<file path="src/common/mtea_pkg.sv">
// package of the mac table entry access block: offsets, fields, codes
// assumes one switch core clock and a word-wide management register port
package mtea_pkg;

    // register byte addresses
    localparam logic [15:0] OFS_LU_CTRL = 16'h0418;
    localparam logic [15:0] OFS_ST_CTRL = 16'h041C;
    localparam logic [15:0] OFS_W1      = 16'h0420;
    localparam logic [15:0] OFS_W2      = 16'h0424;
    localparam logic [15:0] OFS_W3      = 16'h0428;
    localparam logic [15:0] OFS_W4      = 16'h042C;

    localparam logic [31:0] REG_RESET   = 32'h00000000;

    // first entry word fields
    localparam int W1_STATIC   = 31;
    localparam int W1_SRC_DROP = 30;
    localparam int W1_DST_DROP = 29;
    localparam int W1_PRIO_HI  = 28;
    localparam int W1_PRIO_LO  = 26;
    localparam int W1_STG_HI   = 2;
    // second word fields
    localparam int W2_OVERRIDE = 31;
    localparam int W2_USE_FGRP = 30;
    localparam int W2_P5       = 6;
    // third word fields
    localparam int W3_FGRP_HI  = 22;
    localparam int W3_FGRP_LO  = 16;
    localparam int W3_MAC_HI   = 15;

    // writable / readable bit masks per view
    localparam logic [31:0] W1_MASK    = 32'hFC000007;
    localparam logic [31:0] W2_LU_MASK = 32'h8000004F;
    localparam logic [31:0] W2_ST_MASK = 32'hC000004F;
    localparam logic [31:0] W3_MASK    = 32'h007FFFFF;
    localparam logic [31:0] W4_MASK    = 32'hFFFFFFFF;

    // static table control fields
    localparam int SC_IDX_HI = 3;
    localparam int SC_TSEL   = 4;
    localparam int SC_READ   = 5;
    localparam int SC_GO     = 7;
    // lookup table control fields
    localparam int LC_OP_HI  = 1;
    localparam int LC_DIRECT = 2;
    localparam int LC_GO     = 7;
    localparam int LC_VALID  = 8;

    localparam logic [1:0] LU_OP_WRITE  = 2'h1;
    localparam logic [1:0] LU_OP_READ   = 2'h2;
    localparam logic [1:0] LU_OP_SEARCH = 2'h3;

    localparam logic [2:0] AGE_DEFAULT = 3'h7;
    localparam int         N_STATIC    = 16;
    localparam logic [3:0] LAST_SLOT   = 4'hF;

    // an entry counts while it is static or its staleness counter is nonzero
    function automatic logic entry_live(input logic [31:0] w1);
        entry_live = w1[W1_STATIC] | (w1[W1_PRIO_HI:W1_PRIO_LO] != 3'h0);
    endfunction

    // second word read mask of the view last accessed
    function automatic logic [31:0] w2_mask(input logic static_view);
        w2_mask = static_view ? W2_ST_MASK : W2_LU_MASK;
    endfunction

    // forward mask packed to five ports, port 5 on top
    function automatic logic [4:0] port_mask(input logic [31:0] w2);
        port_mask = {w2[W2_P5], w2[3:0]};
    endfunction

endpackage

</file>
<file path="src/rtl/mtea_mem.sv">
// sixteen-slot static address table storage, four words per slot
// assumes one writer and one reader per cycle on the core clock
`timescale 1ns/1ns
module mtea_mem (
    input  wire logic         clk,
    input  wire logic         we,
    input  wire logic [3:0]   addr,
    input  wire logic [127:0] wdata,
    output logic      [127:0] rdata
);
    logic [127:0] mem [16];

    // read data registered, so users see it one cycle after the address
    always_ff @(posedge clk) begin
        if (we) begin
            mem[addr] <= wdata;
        end
        rdata <= mem[addr];
    end
endmodule

</file>
<file path="src/rtl/mtea_top.sv">
// entry data registers, static address table and forwarding decision
// assumes the lookup engine and frame logic run on MCLK (no crossing needed)
`timescale 1ns/1ns
module mtea_top
    import mtea_pkg::*;
(
    input  wire logic        MCLK,
    input  wire logic        RESET_N,
    input  wire logic [15:0] REG_ADDR,
    input  wire logic [31:0] REG_WDATA,
    input  wire logic        REG_WR,
    input  wire logic        REG_RD,
    output logic      [31:0] REG_RDATA,
    output logic             REG_RVALID,
    output logic      [31:0] ENTRY_W1,
    output logic      [31:0] ENTRY_W2,
    output logic      [31:0] ENTRY_W3,
    output logic      [31:0] ENTRY_W4,
    output logic             LU_REQ,
    output logic      [1:0]  LU_OP,
    output logic             LU_DIRECT,
    output logic             LU_ABORT,
    input  wire logic        LU_DONE,
    input  wire logic        LU_FOUND,
    input  wire logic [31:0] LU_RD_W1,
    input  wire logic [31:0] LU_RD_W2,
    input  wire logic [31:0] LU_RD_W3,
    input  wire logic [31:0] LU_RD_W4,
    input  wire logic        REFR_LEARN,
    input  wire logic        REFR_AGE,
    input  wire logic [31:0] REFR_W1_IN,
    output logic      [31:0] REFR_W1_OUT,
    output logic             REFR_LIVE,
    input  wire logic        FWD_REQ,
    output logic             FWD_READY,
    input  wire logic [47:0] FWD_DA,
    input  wire logic [6:0]  FWD_FGRP,
    input  wire logic        SA_HIT,
    input  wire logic [31:0] SA_W1,
    input  wire logic        DYN_HIT,
    input  wire logic [31:0] DYN_W1,
    input  wire logic [31:0] DYN_W2,
    output logic             FWD_DONE,
    output logic             FWD_DROP,
    output logic             FWD_STATIC,
    output logic      [4:0]  FWD_MASK,
    output logic      [2:0]  FWD_PRIO,
    output logic      [2:0]  FWD_STG,
    output logic             FWD_OVERRIDE
);
    typedef enum logic [2:0] {
        ST_IDLE, ST_STR, ST_LU, ST_SRD, ST_SCMP, ST_DONE
    } mtea_state_t;

    mtea_state_t  state_q, state_d;
    logic [31:0]  w_q [4];
    logic [31:0]  w_d [4];
    logic [31:0]  stc_q, stc_d, luc_q, luc_d;
    logic         view_q, view_d;         // 1: static table view
    logic [3:0]   idx_q, idx_d;
    logic [47:0]  da_q, da_d;
    logic [6:0]   fgrp_q, fgrp_d;
    logic         sa_drop_q, sa_drop_d;
    logic         sth_q, sth_d;
    logic [31:0]  sw1_q, sw1_d, sw2_q, sw2_d;
    logic [31:0]  dw1_q, dw1_d, dw2_q, dw2_d;
    logic         lu_req_d, lu_abort_d;
    logic [31:0]  rdata_d;
    logic         fdone_d, fdrop_d, fstat_d, fovr_d;
    logic [4:0]   fmask_d;
    logic [2:0]   fprio_d, fstg_d;
    logic         mem_we;
    logic [3:0]   mem_addr;
    logic [127:0] mem_rdata;
    logic [31:0]  m1, m2, m3, m4;
    logic         busy, slot_hit, lu_stat, dyn_live;

    assign {m1, m2, m3, m4} = mem_rdata;
    assign busy      = stc_q[SC_GO] | luc_q[LC_GO];
    assign FWD_READY = (state_q == ST_IDLE) && !busy;
    assign ENTRY_W1  = w_q[0];
    assign ENTRY_W2  = w_q[1];
    assign ENTRY_W3  = w_q[2];
    assign ENTRY_W4  = w_q[3];
    assign LU_OP     = luc_q[LC_OP_HI:0];
    assign LU_DIRECT = luc_q[LC_DIRECT];

    // mac from words three and four
    // valid slot matches on mac, and on filter group when asked
    assign slot_hit = m1[W1_STATIC] && ({m3[W3_MAC_HI:0], m4} == da_q)
                   && (!m2[W2_USE_FGRP] || (m3[W3_FGRP_HI:W3_FGRP_LO] == fgrp_q));
    // a zero-age dynamic result is no hit at all
    assign dyn_live = entry_live(dw1_q);
    assign lu_stat  = dw1_q[W1_STATIC];

    mtea_mem u_mem (
        .clk   (MCLK),
        .we    (mem_we),
        .addr  (mem_addr),
        .wdata ({w_q[0], w_q[1], w_q[2], w_q[3]}),
        .rdata (mem_rdata)
    );

    // register file, indirect access sequencer and static table search
    always_comb begin
        state_d = state_q;  w_d = w_q;  stc_d = stc_q;  luc_d = luc_q;
        view_d = view_q;  idx_d = idx_q;  da_d = da_q;  fgrp_d = fgrp_q;
        sa_drop_d = sa_drop_q;  sth_d = sth_q;  sw1_d = sw1_q;  sw2_d = sw2_q;
        dw1_d = dw1_q;  dw2_d = dw2_q;  lu_req_d = 1'b0;  lu_abort_d = 1'b0;
        fdone_d = 1'b0;  fdrop_d = FWD_DROP;  fstat_d = FWD_STATIC;
        fovr_d = FWD_OVERRIDE;  fmask_d = FWD_MASK;  fprio_d = FWD_PRIO;
        fstg_d = FWD_STG;  mem_we = 1'b0;  mem_addr = stc_q[SC_IDX_HI:0];
        // writes during an operation are dropped, except search stop
        if (REG_WR && !busy) begin
            case (REG_ADDR)
                OFS_W1:      w_d[0] = REG_WDATA & W1_MASK;
                OFS_W2:      w_d[1] = REG_WDATA & W2_ST_MASK;
                OFS_W3:      w_d[2] = REG_WDATA & W3_MASK;
                OFS_W4:      w_d[3] = REG_WDATA & W4_MASK;
                OFS_ST_CTRL: stc_d  = REG_WDATA & 32'h000000BF;
                OFS_LU_CTRL: luc_d  = REG_WDATA & 32'h00000087;
                default: ;
            endcase
        end else if (REG_WR && REG_ADDR == OFS_LU_CTRL && luc_q[LC_GO]
                     && !REG_WDATA[LC_GO] && state_q == ST_LU) begin
            luc_d[LC_GO] = 1'b0;           // host stops a running search
            lu_abort_d   = 1'b1;
            state_d      = ST_IDLE;
        end
        case (state_q)
            ST_IDLE: begin
                if (stc_q[SC_GO]) begin
                    // write stores the four words into the slot
                    if (!stc_q[SC_TSEL] && !stc_q[SC_READ]) begin
                        mem_we = 1'b1;
                        view_d = 1'b1;
                    end
                    // go clears once the slot is stored
                    stc_d[SC_GO] = 1'b0;
                    if (!stc_q[SC_TSEL] && stc_q[SC_READ]) begin
                        stc_d[SC_GO] = 1'b1;       // held until data loaded
                        state_d      = ST_STR;
                    end
                end else if (luc_q[LC_GO]) begin
                    // hand the coded operation to the lookup engine
                    lu_req_d        = 1'b1;
                    luc_d[LC_VALID] = 1'b0;
                    state_d         = ST_LU;
                end else if (FWD_REQ) begin
                    da_d   = FWD_DA;
                    fgrp_d = FWD_FGRP;
                    // live source entry with drop bit kills the frame
                    sa_drop_d = SA_HIT && entry_live(SA_W1) && SA_W1[W1_SRC_DROP];
                    dw1_d = DYN_HIT ? DYN_W1 : REG_RESET;
                    dw2_d = DYN_HIT ? DYN_W2 : REG_RESET;
                    sth_d = 1'b0;
                    idx_d = 4'h0;
                    state_d = ST_SRD;
                end
            end
            ST_STR: begin
                // read leaves the slot in the entry words, go clears
                w_d[0] = m1 & W1_MASK;
                w_d[1] = m2 & W2_ST_MASK;
                w_d[2] = m3 & W3_MASK;
                w_d[3] = m4;
                view_d = 1'b1;
                stc_d[SC_GO] = 1'b0;
                state_d = ST_IDLE;
            end
            ST_LU: begin
                if (LU_DONE) begin
                    view_d = 1'b0;
                    if (luc_q[LC_OP_HI:0] != LU_OP_WRITE) begin
                        // nothing valid found gives all-zero words
                        if (LU_FOUND && entry_live(LU_RD_W1)) begin
                            w_d[0] = LU_RD_W1 & W1_MASK;
                            w_d[1] = LU_RD_W2 & W2_LU_MASK;
                            w_d[2] = LU_RD_W3 & W3_MASK;
                            w_d[3] = LU_RD_W4;
                            luc_d[LC_VALID] = 1'b1;
                        end else begin
                            for (int i = 0; i < 4; i++) begin
                                w_d[i] = REG_RESET;
                            end
                        end
                    end
                    // search keeps go while entries keep coming
                    if (!(luc_q[LC_OP_HI:0] == LU_OP_SEARCH && LU_FOUND)) begin
                        luc_d[LC_GO] = 1'b0;
                        state_d = ST_IDLE;
                    end
                end
            end
            ST_SRD: begin
                mem_addr = idx_q;
                state_d  = ST_SCMP;
            end
            ST_SCMP: begin
                mem_addr = idx_q;
                // every one of the sixteen slots is examined
                if (slot_hit && !sth_q) begin
                    sth_d = 1'b1;
                    sw1_d = m1;
                    sw2_d = m2;
                end
                idx_d   = 4'(idx_q + 4'h1);
                state_d = (idx_q == LAST_SLOT) ? ST_DONE : ST_SRD;
            end
            ST_DONE: begin
                // static hit from either table beats a dynamic one
                fdone_d = 1'b1;
                fstat_d = sth_q || lu_stat;
                // destination drop of the chosen entry
                if (sth_q) begin
                    fdrop_d = sa_drop_q || sw1_q[W1_DST_DROP];
                    fmask_d = port_mask(sw2_q);
                    fovr_d  = sw2_q[W2_OVERRIDE];
                    fprio_d = sw1_q[W1_PRIO_HI:W1_PRIO_LO];
                    fstg_d  = sw1_q[W1_STG_HI:0];
                end else if (dyn_live) begin
                    fdrop_d = sa_drop_q || dw1_q[W1_DST_DROP];
                    fmask_d = port_mask(dw2_q);
                    fovr_d  = dw2_q[W2_OVERRIDE];
                    // priority only meaningful for a static entry
                    fprio_d = lu_stat ? dw1_q[W1_PRIO_HI:W1_PRIO_LO] : 3'h0;
                    // tree group in the low three bits
                    fstg_d  = dw1_q[W1_STG_HI:0];
                end else begin
                    fdrop_d = sa_drop_q;
                    fmask_d = 5'h00;      // no hit: flooding is decided elsewhere
                    fovr_d  = 1'b0;
                    fprio_d = 3'h0;
                    fstg_d  = 3'h0;
                end
                state_d = ST_IDLE;
            end
            default: state_d = ST_IDLE;
        endcase
        // words read back through the view of the last operation
        case (REG_ADDR)
            OFS_W1:      rdata_d = w_q[0] & W1_MASK;
            OFS_W2:      rdata_d = w_q[1] & w2_mask(view_q);
            OFS_W3:      rdata_d = w_q[2] & W3_MASK;
            OFS_W4:      rdata_d = w_q[3];
            OFS_ST_CTRL: rdata_d = stc_q;
            OFS_LU_CTRL: rdata_d = luc_q;
            default:     rdata_d = REG_RESET;
        endcase
        if (!REG_RD) begin
            rdata_d = REG_RDATA;
        end
    end

    always_ff @(posedge MCLK) begin
        if (!RESET_N) begin
            state_q <= ST_IDLE;
            for (int i = 0; i < 4; i++) begin
                w_q[i] <= REG_RESET;
            end
            stc_q <= REG_RESET;  luc_q <= REG_RESET;  view_q <= 1'b0;
            idx_q <= 4'h0;  da_q <= 48'h000000000000;  fgrp_q <= 7'h00;
            sa_drop_q <= 1'b0;  sth_q <= 1'b0;  sw1_q <= REG_RESET;
            sw2_q <= REG_RESET;  dw1_q <= REG_RESET;  dw2_q <= REG_RESET;
            LU_REQ <= 1'b0;  LU_ABORT <= 1'b0;  REG_RDATA <= REG_RESET;
            REG_RVALID <= 1'b0;  FWD_DONE <= 1'b0;  FWD_DROP <= 1'b0;
            FWD_STATIC <= 1'b0;  FWD_OVERRIDE <= 1'b0;  FWD_MASK <= 5'h00;
            FWD_PRIO <= 3'h0;  FWD_STG <= 3'h0;
        end else begin
            state_q <= state_d;  w_q <= w_d;  stc_q <= stc_d;  luc_q <= luc_d;
            view_q <= view_d;  idx_q <= idx_d;  da_q <= da_d;  fgrp_q <= fgrp_d;
            sa_drop_q <= sa_drop_d;  sth_q <= sth_d;  sw1_q <= sw1_d;
            sw2_q <= sw2_d;  dw1_q <= dw1_d;  dw2_q <= dw2_d;
            LU_REQ <= lu_req_d;  LU_ABORT <= lu_abort_d;  REG_RDATA <= rdata_d;
            REG_RVALID <= REG_RD;  FWD_DONE <= fdone_d;  FWD_DROP <= fdrop_d;
            FWD_STATIC <= fstat_d;  FWD_OVERRIDE <= fovr_d;  FWD_MASK <= fmask_d;
            FWD_PRIO <= fprio_d;  FWD_STG <= fstg_d;
        end
    end

    // staleness counter refresh for the lookup engine's entries
    logic [31:0] refr_d;
    always_comb begin
        refr_d = REFR_W1_OUT;
        if (REFR_LEARN) begin
            // learn or access reloads the default age of a non-static entry
            refr_d = REFR_W1_IN;
            if (!REFR_W1_IN[W1_STATIC]) begin
                refr_d[W1_PRIO_HI:W1_PRIO_LO] = AGE_DEFAULT;
            end
        end else if (REFR_AGE) begin
            // static entries are skipped by aging
            refr_d = REFR_W1_IN;
            if (!REFR_W1_IN[W1_STATIC] && REFR_W1_IN[W1_PRIO_HI:W1_PRIO_LO] != 3'h0) begin
                refr_d[W1_PRIO_HI:W1_PRIO_LO] = 3'(REFR_W1_IN[W1_PRIO_HI:W1_PRIO_LO] - 3'h1);
            end
        end
    end

    always_ff @(posedge MCLK) begin
        if (!RESET_N) begin
            REFR_W1_OUT <= REG_RESET;
        end else begin
            REFR_W1_OUT <= refr_d;
        end
    end
    assign REFR_LIVE = entry_live(REFR_W1_OUT);
endmodule

</file>
<file path="config.mk">
export PLATFORM = sky130hd
export DESIGN_NAME = mtea_top
export DESIGN_NICKNAME = d
export VERILOG_FILES = /design/src/common/mtea_pkg.sv /design/src/rtl/mtea_mem.sv /design/src/rtl/mtea_top.sv
export SDC_FILE = /design/constraint.sdc
export NUM_CORES = 2
export LEC_CHECK = 0
export BUFFER_PORTS_ARGS = -buffer_cell sky130_fd_sc_hd__buf_2
export CORE_MARGIN = 3
export CORE_UTILIZATION = 45
export CTS_CLUSTER_DIAMETER = 100
export DETAILED_ROUTE_END_ITERATION = 8
export PLACE_DENSITY_LB_ADDON = 0.08
export SYNTH_ARGS = -nofsm -noshare
export SYNTH_HDL_FRONTEND = slang
export SYNTH_SLANG_ARGS = --single-unit
</file>
<file path="constraint.sdc">
create_clock -name MCLK -period 7.4 [get_ports MCLK]
set_input_delay 1.48 -clock MCLK [delete_from_list [all_inputs] [get_ports MCLK]]
set_output_delay 1.48 -clock MCLK [all_outputs]
set_load 0.01 [all_outputs]
</file>
# [Word level (Yosys, flattened, before mapping)]
# Memory sizes are Yosys's and may differ from the RTL's. A register that Yosys moved wholly into a read port is not among the register bits.
# Index checks and enable logic that the tools add are counted.
[classes] add_sub_neg=2 eq_ne=23 mux=77 n_bitwise=10 reduce_logical=46
[op_table] cell="128-bit 2-to-1 mux" n=4
[op_table] cell="32-bit 2-to-1 mux" n=8
[op_table] cell="128-bit case mux with 2 select lines" n=1
[op_table] cell="32-bit case mux with 6 select lines" n=1
[op_table] cell="16-bit by 11-bit equality test with 1-bit output (second input constant)" n=6
[op_table] cell="48-bit equality test" n=1
[op_table] cell="3-bit 2-to-1 mux" n=16
[op_table] cell="32-bit bitwise AND" n=1
[op_table] cell="31-bit 2-to-1 mux" n=1
[op_table] cell="1-bit 2-to-1 mux" n=30
[op_table] cell="3-bit nonzero test" n=6
[op_table] cell="1-bit logical AND" n=16
[op_table] cell="4-bit 2-to-1 mux" n=4
[op_table] cell="8-bit 2-to-1 mux" n=2
[op_table] cell="2-bit != test (second input constant)" n=6
[op_table] cell="3-bit case mux with 4 select lines" n=1
[op_table] cell="4-bit AND reduction" n=3
[op_table] cell="5-bit 2-to-1 mux" n=2
[op_table] cell="9-bit 2-to-1 mux" n=1
[op_table] cell="4-bit case mux with 2 select lines" n=1
[op_table] cell="7-bit equality test" n=1
[op_table] cell="1-bit logical NOT" n=7
[op_table] cell="3-bit by 2-bit equality test with 1-bit output (second input constant)" n=2
[op_table] cell="3-bit equality test (second input constant)" n=2
[op_table] cell="18 further kinds" n=35
[totals] ff_bits=413 mem_bits_rw=2048 input_bits=370 output_inout_bits=215 wordCells=190 memories=1
[memory_table] name="u_mem.mem" depth=16 word_bits=128 rd=1 rd_ports_with_merged_regs=1 write_ports=1 line="mtea_mem.sv:11" text="logic [127:0] mem [16];"

# [Longest topological paths before layout]
[depth] word_depth=11 depth_mapped=11 ltp_nobuf=7

# [Modules after synthesis]
# Synthesis repeated with hierarchy kept, for this count alone.
[hier_totals] cells_unflattened=4697 hier_area_um2=92170.9
[by_module_without_submodules] mod="mtea_mem" n_inst=1 cells_each=3271 area_each_um2=79124.6 seq_area_each_um2=64061.4
[by_module_without_submodules] mod="mtea_top" n_inst=1 cells_each=1426 area_each_um2=13046.3 seq_area_each_um2=6286.0

# [Worst setup path before layout]
# Ideal clock, no wire load.
[synth_path] kind="reg-to-reg" startpoint="register state_q[1]" endpoint="memory u_mem.mem[0][0] (enable)" setup_ns=0.501 arrival_ns=5.095 required_ns=6.899 path_slack_ns=1.804 path_stages_with_launch=11 n_path_buf=5 period_less_slack_ns=5.596 path_cell_list="dfxtp_1 -> buf_6 -> nor3b_1 -> or2_1 -> buf_6 -> mux2i_2 -> buf_2 -> buf_2 -> buf_1 -> nand3_1 -> nor2_1"
[synth_via] elab_chain_cells=4 word_cells_on_any_way=8 cone_classes="2 x eq/ne; 4 x mux; 2 x reduce/logical"
[synth_rtl] item="from (decl)" line="mtea_top.sv:55" text="mtea_state_t state_q, state_d;"
[synth_rtl] item="from (signal assigned)" line="mtea_top.sv:270" text="state_q <= state_d; w_q <= w_d; stc_q <= stc_d; luc_q <= luc_d;"
[synth_rtl] item="3-bit logical NOT" line="mtea_top.sv:130" text="case (state_q)"
[synth_rtl] item="1-bit 2-to-1 mux" line="mtea_top.sv:130"
[synth_rtl] item="1-bit 2-to-1 mux" line="mtea_mem.sv:15" text="if (we) begin"
[synth_rtl] item="1-bit 2-to-1 mux (implied by the code)" line="mtea_mem.sv:16" text="mem[addr] <= wdata;"
[synth_rtl] item="to (decl)" line="mtea_mem.sv:11"
# Parallel ways exist; a longest one is shown, timed or not.

# [Worst setup path in the final report]
[layout_path] startpoint="register state_q[2]" endpoint="memory u_mem.mem[6][24] (enable)"
# The elaborated chain is that of the path after synthesis.

==> flow_summary_export.csv <==
group,metric,value,unit
routing,wl,204000,µm
min_path,hold_path_class,"reg2reg",
timing,final_min_period_over_clock_period,68.5,%
worst_setup_path,crit_buf_inv,1,
floorplanning,design.core.area,130000,µm²
clock_tree,clk_pin_slew,0.06,ns
worst_setup_path,reg2reg_from,"state_q[2]$_SDFF_PN0_",
routing,detail_route.vias_per_cell,6.15,
outcome,run_status,"completed",
routing,initial_drt_markers,4727,
power,power.switching_fraction,25.3,%
timing,setup-tns-final,0,ns
worst_setup_path,crit_path_max_incr_delay,1.15,ns
floorplanning,die_width,368,µm
routing,dr.pass1.iters,9,
routing,detail_route_met3_wl,19900,µm
synthesis,async_reset_ff_share,0,%
floorplanning,initial_core_util,45.5,%
timing,fmaxAchievable,197,MHz
routing,route.vias.total,39377,
min_path,whs_path_depth,2,
power,clock_power_share,40.7,%
clock_tree,cts_post_setup_buffers_inserted,0,
worst_setup_path,cp_top_family,"simple AND/OR/NAND/NOR gates",
global_routing,grt_start_max_net_pins,177,
power,proportion_of_power_drawn_by_combinational_gates,9.4,%
worst_setup_path,critical-path-slowest-cell,"sky130_fd_sc_hd__nor2_4",
synthesis,synthDistinctLibCells,57,
clock_tree,insertion_delay,0.80,ns
worst_setup_path,timing.rr.end,"u_mem.mem[6][24]$_DFFE_PP_",
worst_setup_path,timing.reg2reg.setup_slack,2.33,ns
worst_setup_path,timing.reg2reg.worst_path_depth,6,
finish,layout.cells.most_common_list,"sky130_fd_sc_hd__edfxtp_1, sky130_fd_sc_hd__a211oi_1, sky130_fd_sc_hd__buf_2",
worst_setup_path,cp_data_arrival_time,5.53,ns
job,drv_cap,0,
floorplanning,dieArea,136000,µm²
worst_setup_path,cp_max_fo,38,
routing,final_antenna_net_count,0,
global_routing,grt_pass1_wl,283000,µm
finish,antenna_cells_inserted,0,
worst_setup_path,critical_path.startpoint_type,"flip-flop",
routing,top_layer,"met4",
clock_tree,cts_resized,0,
timing,fin_crit,5.07,ns
clock_tree,cts_sinks,1521,
global_routing,globalRouteTotalUtil,29.3,%
power,worst_ir_drop_vdd,0.271,mV
synthesis,ys.flop_type,"sky130_fd_sc_hd__edfxtp_1",
synthesis,synth_edf_count,1136,
clock_tree,cts_root_buffer,"sky130_fd_sc_hd__clkbuf_16",
routing,routedWlPerCell,31.9,µm
synthesis,netlist_instances,4129,
worst_setup_path,critPathKind,"reg2reg",
timing,maxSlewViolCount,0,
timing,finalHoldViolations,0,
power,internal_power,0.0148,W
min_path,holdPathEnd,"REFR_W1_OUT[16]$_SDFFE_PN0P_",
worst_setup_path,ordered_cell_list_for_the_critical_path,"nor3b_1 > or3_4 > and2_4 > nand3_1 > nor2_4 > buf_4",
timing,finalClockSkew,0.0285,ns
finish,regArea,41800,µm²
finish,final_cell_utilization_of_the_core,52.9,%
synthesis,synth_seq_area_share,70.8,%
global_routing,grt-ovfl-total,0,
timing,rsz0062_at_grt,"no",
clock_tree,postCtsHoldBufs,0,
synthesis,syn-cell-area,59100,µm²
clock_tree,clockBufferDepth,3,
clock_tree,cts_tree,"built",
place,portBuffers,449,
timing,finalSetupViolations,0,
finish,areaGrowthSynthToFinish,16.3,%
power,proportion_of_power_drawn_by_flip_flops_and_latches,49.8,%
timing,timing.max_slew.rel_slack,8.70,%
floorplanning,boundaryPins,585,
floorplanning,core.rowCount,132,
global_routing,antenna_found_initial,7,
place,finalWeightedCongestion,0.851,
finish,post_route_cells_drive_above_1_share,18.3,%
synthesis,syn-num-nets,4502,
timing,transition_time_at_the_pin_with_the_least_slew_margin,1.37,ns
routing,dr_wl_met2,88700,µm
worst_setup_path,endpoint_kind,"flip-flop",
synthesis,count_of_warnings_emitted_by_yosys,0,
worst_setup_path,cp.required,7.86,ns
min_path,min-delay-start,"REFR_W1_OUT[16]$_SDFFE_PN0P_",
timing,fin_hold_ws,0.446,ns
floorplanning,floorplan.die.height,368,µm
finish,multiInputGateArea,16000,µm²
power,power_density,288,nW/µm²
place,post-dp-hpwl,120000,µm
worst_setup_path,timing.critical_path.from,"state_q[2]$_SDFF_PN0_",
global_routing,via_count_of_the_first_global_routing_pass,36890,
clock_tree,number_of_h_tree_branching_levels,4,
finish,finish.net_count,4892,
routing,drt-met1-wl,90800,µm
finish,layout.filler_cells,11075,
synthesis,postSynthAreaPerCell,14.3,µm²
routing,post-route-drc-count,0,
power,switchingPower,0.00502,W
finish,mostFrequentLayoutCell,"sky130_fd_sc_hd__edfxtp_1",
synthesis,synth-seq-cells,1521,
power,static-leakage-power,24.0,nW
clock_tree,cts_inserted_buffers,162,
-- sequential cells by signal (all words and copies together), names as in the netlist, 5 cells and up --
register and count:
sw1_q 7, u_mem.mem 1136, REFR_W1_OUT 32, luc_q 5
ENTRY_W3 32, da_q 48, FWD_MASK 5, u_mem.rdata 71
dw2_q 6, stc_q 7, ENTRY_W2 32, sw2_q 6
fgrp_q 7, ENTRY_W1 32, dw1_q 8, ENTRY_W4 32
REG_RDATA 32
-- per-layer routing --
| layer | GRT usage, % | up-vias |
|---|---|---|
| met1 | 44.1 | 20327 |
| li1 | - | 16980 |
| met5 | 0 | - |
| met4 | 7.42 | 0 |
| met2 | 42.8 | 1819 |
| met3 | 6.75 | 251 |
-- per-stage QoR --
stage | total power [W] | setup slack (ns) | area, µm² | instances
floorplan | 0.0109 | 1.80 | 59100 | 4129
global placement | 0.0119 | 2.39 | 63400 | 6097
detailed placement | 0.0119 | 2.40 | 63400 | 6097
CTS | 0.0199 | 2.37 | 68700 | 6403
global route | 0.0204 | 2.15 | 68700 | 6403
finish | 0.0198 | 2.33 | 68700 | 6403
-- cell type report --
type                    instances  share of cell area, %
multi-input cells            2247                   23.2
well taps                    1742                   3.17
flip-flops and latches       1521                   60.9
clock buffers                 230                   6.62
repair buffers                563                   4.90
clock inverters                76                   1.09
inverters                      24                  0.142
-- synth_stat cells (all sizes together), types with 2 or more instances --
cell     number  area (µm²)
inv          23        86.3
a32oi         3        26.3
nor2b         5        31.3
o2bb2ai      22         193
nor2         61         229
or2           2        12.5
a222oi        7        70.1
mux2          7        78.8
dfxtp       385        7710
and3        288        1800
o21a          3        22.5
nand3        53         265
buf          85         537
a221oi        3        26.3
a21oi       135         676
a211oi      587        4410
and2         84         526
or4          73         548
nand4        13        81.3
a31oi         4        25.0
or3           3        18.8
nor3         15        75.1
a22oi       108         811
o22ai        74         463
nor3b         2        15.0
nor4          8        50.1
o21ai        30         150
a2bb2oi       3        26.3
clkbuf      252         946
nand2       226         848
xor2         12         105
edfxtp     1136       34100
mux2i       358        3590
ha            3        37.5
nor4b         3        26.3
xnor2        38         333
and3b         2        21.3
-- worst register-to-register path: stages (launching register included) --
cell and delay (ns):
sky130_fd_sc_hd__dfxtp_1 0.67, sky130_fd_sc_hd__nor3b_1 0.66, sky130_fd_sc_hd__or3_4 0.58, sky130_fd_sc_hd__and2_4 0.71, sky130_fd_sc_hd__nand3_1 0.49, sky130_fd_sc_hd__nor2_4 1.15
sky130_fd_sc_hd__buf_4 0.49
-- how the worst max path moves through the flow --
stage / endpoint / slack (ns) / cells after the start
after global placement: u_mem.mem[6][24]$_DFFE_PP_ / 2.39 / 6
after floorplan: u_mem.mem[0][0]$_DFFE_PP_ / 1.80 / 10
after global routing: u_mem.mem[6][16]$_DFFE_PP_ / 2.15 / 6
after CTS: u_mem.mem[6][24]$_DFFE_PP_ / 2.37 / 6
final: u_mem.mem[6][24]$_DFFE_PP_ / 2.33 / 6
after detailed placement: u_mem.mem[6][24]$_DFFE_PP_ / 2.40 / 6
-- logic make-up after synthesis --
logic type	synth area share, %
flip-flops	70.8
XOR/XNOR	0.741
AO/OA/AOI/OAI	11.8
AND/OR/NAND/NOR	7.75
multiplexers	6.20
adder cells (fa/ha/maj)	0.0635
buffers and inverters	2.66
-- power by group through the flow --
stage               Clock, W  Sequential [W]  Combinational (W)
finish               0.00807         0.00987            0.00187
global route         0.00851         0.00989            0.00196
CTS                  0.00818         0.00987            0.00185
detailed placement         0          0.0100            0.00185
global placement           0          0.0100            0.00184
floorplan                  0         0.00999           0.000886
(Power assumes the default switching activity.)
